--- config.mk ---
export PLATFORM = sky130hd
export DESIGN_NAME = dcw_decoder
export DESIGN_NICKNAME = d
export VERILOG_FILES = /design/src/dcw_pkg.sv /design/src/dcw_stop_if.sv /design/src/dcw_stop_resolve.sv /design/src/dcw_decoder.sv
export VERILOG_INCLUDE_DIRS = /design/src
export SDC_FILE = /design/constraint.sdc
export NUM_CORES = 1
export LEC_CHECK = 0
export BUFFER_PORTS_ARGS = -buffer_cell sky130_fd_sc_hd__buf_2
export CELL_PAD_IN_SITES_DETAIL_PLACEMENT = 0
export CELL_PAD_IN_SITES_GLOBAL_PLACEMENT = 1
export CORE_MARGIN = 3
export CORE_UTILIZATION = 25
export CTS_CLUSTER_SIZE = 24
export DETAILED_ROUTE_END_ITERATION = 8
export PLACE_DENSITY = 0.75
export SYNTH_ARGS = -nofsm -noshare
export SYNTH_HDL_FRONTEND = slang
export SYNTH_SLANG_ARGS = --single-unit
--- constraint.sdc ---
create_clock -name clk -period 0.8 [get_ports clk]
set_input_delay 0.16 -clock clk [delete_from_list [all_inputs] [get_ports clk]]
set_output_delay 0.16 -clock clk [all_outputs]
set_load 0.02 [all_outputs]
--- src/dcw_map.svh ---
// Bit positions, widths and reset values of the drive command word decoder
`ifndef DCW_MAP_SVH
`define DCW_MAP_SVH

`define DCW_WORD_W 32
`define DCW_PASS_W 16
`define DCW_USER_W 4

`define DCW_BIT_STOP 0
`define DCW_BIT_START 1
`define DCW_BIT_REVERSE 2
`define DCW_BIT_FAULT_RESET 4
`define DCW_BIT_EXT_LOC 5
`define DCW_BIT_RUN_DISABLE 6
`define DCW_BIT_STOP_NORMAL 7
`define DCW_BIT_STOP_FAST 8
`define DCW_BIT_STOP_FREEWHEEL 9
`define DCW_BIT_RAMP_OUT_ZERO 11
`define DCW_BIT_RAMP_HOLD 12
`define DCW_BIT_RAMP_IN_ZERO 13
`define DCW_BIT_TAKE_CTL 16
`define DCW_BIT_TAKE_REF 17
`define DCW_USER_LSB 22
`define DCW_USER_MSB 25
`define DCW_RESERVED_MASK 32'hFC3C_8408

`define DCW_RST_WORD 32'h0000_0000
`define DCW_RST_USER 4'h0
`define DCW_RST_MODE 2'h0

`endif

--- src/dcw_pkg.sv ---
// Types shared by the drive command word decoder
package dcw_pkg;

  typedef enum logic [1:0]
  {
    DCW_STOP_NORMAL_RAMP = 2'h0,
    DCW_STOP_FAST_RAMP = 2'h1,
    DCW_STOP_FREEWHEEL = 2'h2
  } dcw_stop_mode_e;

  typedef logic [31:0] dcw_word_t;

endpackage

--- src/dcw_stop_if.sv ---
// Carrier between the decoder and its stop-mode resolver
`timescale 1ns/1ps
interface dcw_stop_if;
  import dcw_pkg::*;
  logic sel_normal;
  logic sel_fast;
  logic sel_freewheel;
  dcw_stop_mode_e param_mode;
  dcw_stop_mode_e mode;
  logic from_param;

  modport decoder (output sel_normal, output sel_fast, output sel_freewheel,
    output param_mode, input mode, input from_param);
  modport resolver (input sel_normal, input sel_fast, input sel_freewheel,
    input param_mode, output mode, output from_param);
endinterface

--- src/dcw_stop_resolve.sv ---
// Stop-mode selection from the command bits with parameter fallback
`timescale 1ns/1ps
module dcw_stop_resolve
  import dcw_pkg::*;
(
  // Request bits in, chosen mode out
  dcw_stop_if.resolver sif
);

  wire none_set;

  assign none_set = ~(sif.sel_normal | sif.sel_fast | sif.sel_freewheel);
  assign sif.from_param = none_set;

  // Several bits at once: the harshest stop wins, so a coast request is never softened
  assign sif.mode = none_set ? sif.param_mode :
    sif.sel_freewheel ? DCW_STOP_FREEWHEEL :
    sif.sel_fast ? DCW_STOP_FAST_RAMP :
    DCW_STOP_NORMAL_RAMP;

endmodule // dcw_stop_resolve

--- src/dcw_decoder.sv ---
// Fieldbus command word decoder for the alternate command profile
`timescale 1ns/1ps
`include "dcw_map.svh"
module dcw_decoder
  import dcw_pkg::*;
(
  // Clock and reset
  input wire logic clk,
  input wire logic rst,
  // Fieldbus command word write
  input wire logic [31:0] cmd_wdata,
  input wire logic cmd_wr,
  // Drive parameters and drive state
  input wire dcw_stop_mode_e stop_mode_param,
  input wire logic loc_sel_from_bus,
  input wire logic run_enable_from_bus,
  input wire logic fault_active,
  // Internal drive control word
  output logic [31:0] drive_ctrl_word,
  // Decoded commands
  output logic stop_req,
  output dcw_stop_mode_e stop_mode,
  output logic stop_mode_from_param,
  output logic start_req,
  output logic reverse_req,
  output logic fault_reset,
  output logic external_location_two_select,
  output logic run_enable,
  output logic ramp_out_zero,
  output logic ramp_hold,
  output logic ramp_in_zero,
  output logic bus_takeover_control,
  output logic bus_takeover_reference,
  output logic [3:0] user_bits
);

  dcw_word_t fieldbus_command_word_r;
  dcw_word_t word_nxt;
  logic fault_bit_prev_r;
  logic [31:0] drive_ctrl_word_r;
  logic stop_req_r;
  dcw_stop_mode_e stop_mode_r;
  logic from_param_r;
  logic start_req_r;
  logic reverse_req_r;
  logic fault_reset_r;
  logic loc_two_r;
  logic run_enable_r;
  logic ramp_out_zero_r;
  logic ramp_hold_r;
  logic ramp_in_zero_r;
  logic take_ctl_r;
  logic take_ref_r;
  logic [3:0] user_bits_r;

  wire fault_edge;
  wire loc_two_nxt;
  wire run_enable_nxt;
  wire [31:0] pass_nxt;

  dcw_stop_if sif ();

  // Latest word from the bus; held between writes
  assign word_nxt = cmd_wr ? cmd_wdata : fieldbus_command_word_r;

  always_ff @(posedge clk)
  begin
    if (rst)
      fieldbus_command_word_r <= `DCW_RST_WORD;
    else
      fieldbus_command_word_r <= word_nxt;
  end

  // Only the low half is carried; the upper half is left at zero on purpose
  assign pass_nxt = {{(`DCW_WORD_W - `DCW_PASS_W){1'b0}},
    fieldbus_command_word_r[`DCW_PASS_W-1:0]};

  assign sif.sel_normal = fieldbus_command_word_r[`DCW_BIT_STOP_NORMAL];
  assign sif.sel_fast = fieldbus_command_word_r[`DCW_BIT_STOP_FAST];
  assign sif.sel_freewheel = fieldbus_command_word_r[`DCW_BIT_STOP_FREEWHEEL];
  assign sif.param_mode = stop_mode_param;

  dcw_stop_resolve u_stop_resolve
  (
    .sif(sif.resolver)
  );

  // Rising edge of bit 4 against last cycle; acts only with a fault present
  assign fault_edge = fieldbus_command_word_r[`DCW_BIT_FAULT_RESET] & ~fault_bit_prev_r &
    fault_active;

  // Bus only steers location and run enable when the parameters route them here
  assign loc_two_nxt = loc_sel_from_bus & fieldbus_command_word_r[`DCW_BIT_EXT_LOC];
  assign run_enable_nxt = ~run_enable_from_bus |
    ~fieldbus_command_word_r[`DCW_BIT_RUN_DISABLE];

  always_ff @(posedge clk)
  begin
    if (rst)
      fault_bit_prev_r <= 1'b0;
    else
      fault_bit_prev_r <= fieldbus_command_word_r[`DCW_BIT_FAULT_RESET];
  end

  always_ff @(posedge clk)
  begin
    if (rst)
    begin
      drive_ctrl_word_r <= `DCW_RST_WORD;
      stop_req_r <= 1'b0;
      stop_mode_r <= dcw_stop_mode_e'(`DCW_RST_MODE);
      from_param_r <= 1'b1;
      start_req_r <= 1'b0;
      reverse_req_r <= 1'b0;
    end
    else
    begin
      drive_ctrl_word_r <= pass_nxt;
      stop_req_r <= fieldbus_command_word_r[`DCW_BIT_STOP];
      stop_mode_r <= sif.mode;
      from_param_r <= sif.from_param;
      start_req_r <= fieldbus_command_word_r[`DCW_BIT_START];
      reverse_req_r <= fieldbus_command_word_r[`DCW_BIT_REVERSE];
    end
  end

  always_ff @(posedge clk)
  begin
    if (rst)
    begin
      fault_reset_r <= 1'b0;
      loc_two_r <= 1'b0;
      run_enable_r <= 1'b1;
      ramp_out_zero_r <= 1'b0;
      ramp_hold_r <= 1'b0;
      ramp_in_zero_r <= 1'b0;
    end
    else
    begin
      fault_reset_r <= fault_edge;
      loc_two_r <= loc_two_nxt;
      run_enable_r <= run_enable_nxt;
      ramp_out_zero_r <= fieldbus_command_word_r[`DCW_BIT_RAMP_OUT_ZERO];
      ramp_hold_r <= fieldbus_command_word_r[`DCW_BIT_RAMP_HOLD];
      ramp_in_zero_r <= fieldbus_command_word_r[`DCW_BIT_RAMP_IN_ZERO];
    end
  end

  // Reserved positions have no register here, but reserved bits 3, 10 and 15 still reach drive_ctrl_word through the low half
  always_ff @(posedge clk)
  begin
    if (rst)
    begin
      take_ctl_r <= 1'b0;
      take_ref_r <= 1'b0;
      user_bits_r <= `DCW_RST_USER;
    end
    else
    begin
      take_ctl_r <= fieldbus_command_word_r[`DCW_BIT_TAKE_CTL];
      take_ref_r <= fieldbus_command_word_r[`DCW_BIT_TAKE_REF];
      user_bits_r <= fieldbus_command_word_r[`DCW_USER_MSB:`DCW_USER_LSB];
    end
  end

  assign drive_ctrl_word = drive_ctrl_word_r;
  assign stop_req = stop_req_r;
  assign stop_mode = stop_mode_r;
  assign stop_mode_from_param = from_param_r;
  assign start_req = start_req_r;
  assign reverse_req = reverse_req_r;
  assign fault_reset = fault_reset_r;
  assign external_location_two_select = loc_two_r;
  assign run_enable = run_enable_r;
  assign ramp_out_zero = ramp_out_zero_r;
  assign ramp_hold = ramp_hold_r;
  assign ramp_in_zero = ramp_in_zero_r;
  assign bus_takeover_control = take_ctl_r;
  assign bus_takeover_reference = take_ref_r;
  assign user_bits = user_bits_r;

  logic past_ok_r;

  always_ff @(posedge clk)
  begin
    if (rst)
      past_ok_r <= 1'b0;
    else
      past_ok_r <= 1'b1;
  end
endmodule // dcw_decoder

==> run metrics, run 1 <==
status=finished with violations; failing checks=setup timing; capture point of the critical path=drive_ctrl_word[0]; fraction of layout instances using a drive strength above 1=0.518; maximum number of pins on one net before global-route repair=21; Setup crit end kind=output port; DRC violations left=0; final clock skew=0.00722 ns; via count of the routed design=1167; flip-flop and latch count after synthesis=50; arrival time of data at the critical path endpoint=0.77 ns; Post-Syn Instances=158; maximum frequency from static timing analysis=1080 MHz; number of max-slew violations in the final report=0; initial core utilization=0.267; unrepaired setup endpoints after global routing=yes; crit path launch type=register; initial antenna violation count=0; drt first pass iters=3; hold crit path type=in -> reg; Root Driver=clkbuf_8; number of nets in the final layout=263; filler instances=647; Final Hold Viols=0; most numerous cell types in the synthesized netlist=50 x dfxtp_1, 23 x buf_4, 23 x nor2_1; Cell variety after synth=19; wire length of the first global-routing pass=5400 um; final setup vio count=35; biggest fanout along the worst timing path=2; post-detailed-route wirelength per cell=10.4 um; CORE AREA=6600 sq um; setup TNS=-3.67 ns; slowest cell delay on critical path=0.33 ns; die width=90.0 um; Bufs on Longest Clock Path=2; number of global-route vias before repair=1170; number of CTS-inserted buffers=5; required time of the critical path=0.64 ns; Setup WS post-layout=-0.127 ns; aggregate global routing overflow=0; Worst-Skew Late Latency=0.30 ns; Pwr per Cell Area=2040 nW/um^2; final estimated routing congestion in global placement=0.651; clock slew seen by the registers of the worst setup and hold paths=0.09 ns; RR Startpoint=fieldbus_command_word_r[9]; HP Start=loc_sel_from_bus; Mapped Area=1770 sq um; sink count of the clock tree=50; most used standard cell by instance count after synthesis=dfxtp_1; leakage power=0.00116 uW; I/O Pins=90; CTS tree=yes; share of Yosys cell area claimed by the top area cell type=0.567; Avg Inst Size Synth=11.2 sq um; critical-path cell list=buf_4; Multi-input gate area=582 sq um; post-synth top area cell=dfxtp_1; Post-synth EDFFs=0; number of levels in the clock H-tree=2; DIE HEIGHT=90.0 um; ratio of final minimum period to clock period=1.16; most frequently used flop master after synthesis=dfxtp_1; buffers plus inverters on the worst setup path=1; Synth async-reset ratio=0; path depth of the worst reg2reg path=2; flop-to-flop setup slack=0 ns; count of antenna diodes in the layout=0; startpoint-to-endpoint class of the critical path=reg -> out; overall die area=8110 sq um; floorplan row count=29; sequential share of the synthesized area=0.567; top cell family by delay on the critical path=flip-flops; number of routed nets with antenna violations=0; minimum clock period after layout=0.927 ns; combined flip-flop and latch cell area=1040 sq um; overall track demand over capacity in global routing=0.0830; total routed wirelength=3310 um; number of maximum-capacitance violations=0; Slowest cell on crit path=dfxtp_2; end of the worst register-to-register path=stop_mode[1]; Synth area leaders=dfxtp_1 57%, mux2i_1 12%, buf_4 9.8%; vias per cell=3.68; critical path depth=1; start point of the critical path=drive_ctrl_word[0]; worst hold slack=0.0547 ns; Initial DRC Count=16; Peak supply drop=843 uV; P&R area growth vs syn=41.7%; count of yosys warnings during synthesis=0; HPWL Detailed=2420 um; IO Port Bufs=63
[per-stage QoR]
step | util | power [uW] | area (sq um) | cells | setup WS [ns]
after CTS | 0.369 | 5170 | 2430 | 317 | -0.148
final | 0.379 | 5120 | 2500 | 317 | -0.127
after detailed placement | 0.320 | 3290 | 2110 | 308 | -0.0422
after global routing | 0.379 | 5370 | 2500 | 317 | -0.176
after global placement | 0.320 | 3290 | 2110 | 308 | -0.0392
after floorplan | - | 3170 | 1820 | 173 | 0.0177
[placed cells by master (no fill, tap or decap), drive strengths merged]
master	n
nand2	1
conb	16
nor4b	1
dfxtp	50
clkinvlp	2
dlygate4sd3	1
nor3	1
and3b	1
clkbuf	5
nor2	23
or2	2
mux2i	22
bufinv	1
nor2b	23
o21a	1
and2	1
buf	73
[what timing repair did]
item	CTS	global route
resized for setup	80	23
setup buffers	0	0
hold buffers	1	0
endpoints found under the setup margin	36	38
pin swaps	1	3
endpoints found under the hold margin	1	0
[power by group]
group	total (uW)	internal, uW	leakage (uW)	switching [uW]
Sequential	2690	2620	0.000422	63.5
Combinational	670	340	0.000691	330
Clock	1760	930	0.0000504	830
[state kept, by name, summed over array words and instances (netlist names)]
name / cells
stop_mode_from_param: 1
bus_takeover_reference: 1
drive_ctrl_word: 16
fault_reset: 1
run_enable: 1
user_bits: 4
external_location_two_select: 1
bus_takeover_control: 1
fieldbus_command_word_r: 22
stop_mode: 2
[logic make-up (layout without fill, tap and decap cells)]
logic type      count (synthesis)  count (layout)  share of synthesized area
flops                          50              50                      0.567
simple gates                   53              53                      0.157
compound gates                  1               1                    0.00425
buf+inv                        31              82                      0.145
other cells                     1              16                    0.00212
mux                            22              22                      0.125
[per-layer routing]
| metal | GRT usage | routed length (um) |
|---|---|---|
| met1 | 0.0900 | 1300 |
| met2 | 0.134 | 1630 |
| met3 | 0.0409 | 342 |
| met4 | 0.0421 | 44 |
| met5 | 0 | 0 |
[worst min path at each step]
stage               slack (ns)  cells after the start                      endpoint
finish                    0.05                      2  external_location_two_select
global route              0.05                      2  external_location_two_select
CTS                       0.04                      2  external_location_two_select
detailed placement        0.33                      2                    run_enable
global placement          0.33                      2                    run_enable
floorplan                 0.22                      1                    run_enable
[cell type report]
type | instances | area share
clock inverters | 3 | 0.0180
well taps | 93 | 0.0465
repair buffers | 74 | 0.260
flip-flops and latches | 50 | 0.416
clock buffers | 5 | 0.0275
multi-input cells | 92 | 0.232
No activity file was read; power rests on OpenSTA's default activity.
==> inputs of run 2 (changes only) <==
CORE_UTILIZATION = 29   (was 25)
PLACE_DENSITY = 0.83   (was 0.75)
SETUP_SLACK_MARGIN = 0.3   (was unset)
==> run metrics, run 2 (synthesized netlist as in run 1, its figures left out) <==
share of the core filled with cells=0.470 (+0.0907); number of maximum-capacitance violations=0 (unchanged); Setup crit end kind=output port; number of routed nets with antenna violations=0 (unchanged); DIE HEIGHT=84.0 um (-6.7%); Final Hold Viols=0 (unchanged); Multi-input gate area=698 sq um (+20%); overall die area=7060 sq um (-13%); arrival time of data at the critical path endpoint=0.78 ns (about the same); Bufs on Longest Clock Path=2 (unchanged); flop-to-flop setup slack=0 ns (unchanged); slowest cell delay on critical path=0.36 ns (+0.03 ns); Worst-Skew Late Latency=0.30 ns (about the same); startpoint-to-endpoint class of the critical path=reg -> out; I/O Pins=90 (unchanged); filler instances=518 (-20%); required time of the critical path=0.64 ns (about the same); hold crit path type=in -> reg; fraction of layout instances using a drive strength above 1=0.665 (+0.147); number of max-slew violations in the final report=0 (unchanged); P&R area growth vs syn=51.9%; Largest Register=fieldbus_command_word_r; RR Startpoint=fieldbus_command_word_r[9]; total routed wirelength=3420 um (+3.3%); leakage power=0.00121 uW (+4.1%); final setup vio count=35 (unchanged); Root Driver=clkbuf_8; wire length of the first global-routing pass=5690 um (+5.4%); CORE AREA=5710 sq um (-14%); path depth of the worst reg2reg path=2 (unchanged); post-detailed-route wirelength per cell=11.5 um (+11%); HPWL Detailed=2390 um (-1.0%); initial core utilization=0.309 (+0.0419); DRC violations left=0 (unchanged); Initial DRC Count=18 (+2); HP Start=run_enable_from_bus; count of antenna diodes in the layout=0 (unchanged); overall track demand over capacity in global routing=0.101 (+0.0183); final clock skew=0.00788 ns (+0.000651 ns); clock slew seen by the registers of the worst setup and hold paths=0.09 ns (about the same); minimum clock period after layout=0.936 ns (+0.00899 ns); maximum frequency from static timing analysis=1070 MHz (-0.96%); floorplan row count=27 (-6.9%); setup repair bufs after CTS=0 (unchanged); leading cell types in the layout, fill and taps excluded=36 x buf_6, 29 x dfxtp_4, 28 x buf_2, 23 x nor2_1, 22 x mux2i_1; ratio of final minimum period to clock period=1.17 (+0.0112); Peak supply drop=738 uV (-12%); maximum number of pins on one net before global-route repair=21 (unchanged); most frequent standard cell in the layout excluding fill and tap cells=buf_6; number of global-route vias before repair=1194 (+2.1%); status=finished with violations; die width=84.0 um (-6.7%); aggregate global routing overflow=0 (unchanged); Slowest cell on crit path=dfxtp_4; Hold EP=run_enable; vias per cell=3.93 (+6.7%); Pwr per Cell Area=1810 nW/um^2 (-12%); sink count of the clock tree=50 (unchanged); buffers plus inverters on the worst setup path=1 (unchanged); number of CTS-inserted buffers=5 (unchanged); CTS tree=yes; biggest fanout along the worst timing path=2 (unchanged); critical-path cell list=buf_6; worst hold slack=0.00872 ns (-0.0459 ns); crit path launch type=register; unrepaired setup endpoints after global routing=yes; IO Port Bufs=63 (unchanged); end of the worst register-to-register path=stop_mode[1]; drt first pass iters=3 (unchanged); Setup WS post-layout=-0.136 ns (-0.00899 ns); number of nets in the final layout=263 (unchanged); top cell family by delay on the critical path=flip-flops; worst hold path cell count=2 (unchanged); Largest register FFs=22 (unchanged); combined flip-flop and latch cell area=1140 sq um (+9.3%); via count of the routed design=1163 (-0.34%); initial antenna violation count=0 (unchanged); failing checks=setup timing; final estimated routing congestion in global placement=0.651 (+0.11%); number of levels in the clock H-tree=2 (unchanged)
[run 2: changes by cell type in the layout (fill, tap and decap cells not counted), moves of 2 or more]
cell and delta:
nor2b_1 -13, buf_4 -2, dfxtp_4 +29, nor2b_4 +14, buf_6 +2, dfxtp_2 -10
dfxtp_1 -19, clkinvlp_4 -2
[run 2: worst max path at each step]
stage | to | cells past startpoint | startpoint
finish | reverse_req | 1 | drive_ctrl_word[2]
global route | drive_ctrl_word[2] | 1 | drive_ctrl_word[2]
CTS | reverse_req | 1 | drive_ctrl_word[2]
detailed placement | fieldbus_command_word_r[0] | 4 | cmd_wr
floorplan | stop_mode[1] | 2 | fieldbus_command_word_r[7]
global placement | fieldbus_command_word_r[8] | 4 | cmd_wr
[run 2: routing by layer]
| layer | track usage | part of all wire |
|---|---|---|
| met4 | 0.0482 | 0.017 |
| met3 | 0.0375 | 0.086 |
| met5 | 0 | 0 |
| met2 | 0.169 | 0.52 |
| met1 | 0.114 | 0.38 |
[run 2: layout make-up]
type                       instances  area share
clock buffer                       7      0.0322
sequential                        50       0.424
clock inverter                     1     0.00187
tap                               72      0.0336
multi-input combinational         92       0.260
timing repair buffer              74       0.248
[run 2: power by group]
part	total, uW	switching (uW)	internal [uW]	leakage [uW]
combinational	731	347	384	0.000726
clock	1470	770	698	0.0000482
sequential	2640	73.5	2570	0.000438
[run 2: repair_timing]
| item | CTS | global route |
|---|---|---|
| endpoints found under the hold margin | 1 | 1 |
| pin swaps | 5 | 5 |
| resized for setup | 103 | 18 |
| endpoints found under the setup margin | 84 | 84 |
[run 2: worst register-to-register path, stage by stage (launching register included)]
cell and delay (ns):
dfxtp_4 0.36, nor2b_4 0.12, or2_1 0.22
[run 2: metrics by stage]
step,TNS [ns],std cells,power (uW),setup slack [ns],instance area [sq um]
floorplan,0,173,3150,0.0691,1980
global placement,-0.655,288,3250,-0.0431,2200
detailed placement,-0.908,288,3260,-0.0572,2200
CTS,-4.87,296,4910,-0.156,2600
global route,-5.47,296,5120,-0.175,2680
finish,-4.16,296,4840,-0.136,2680
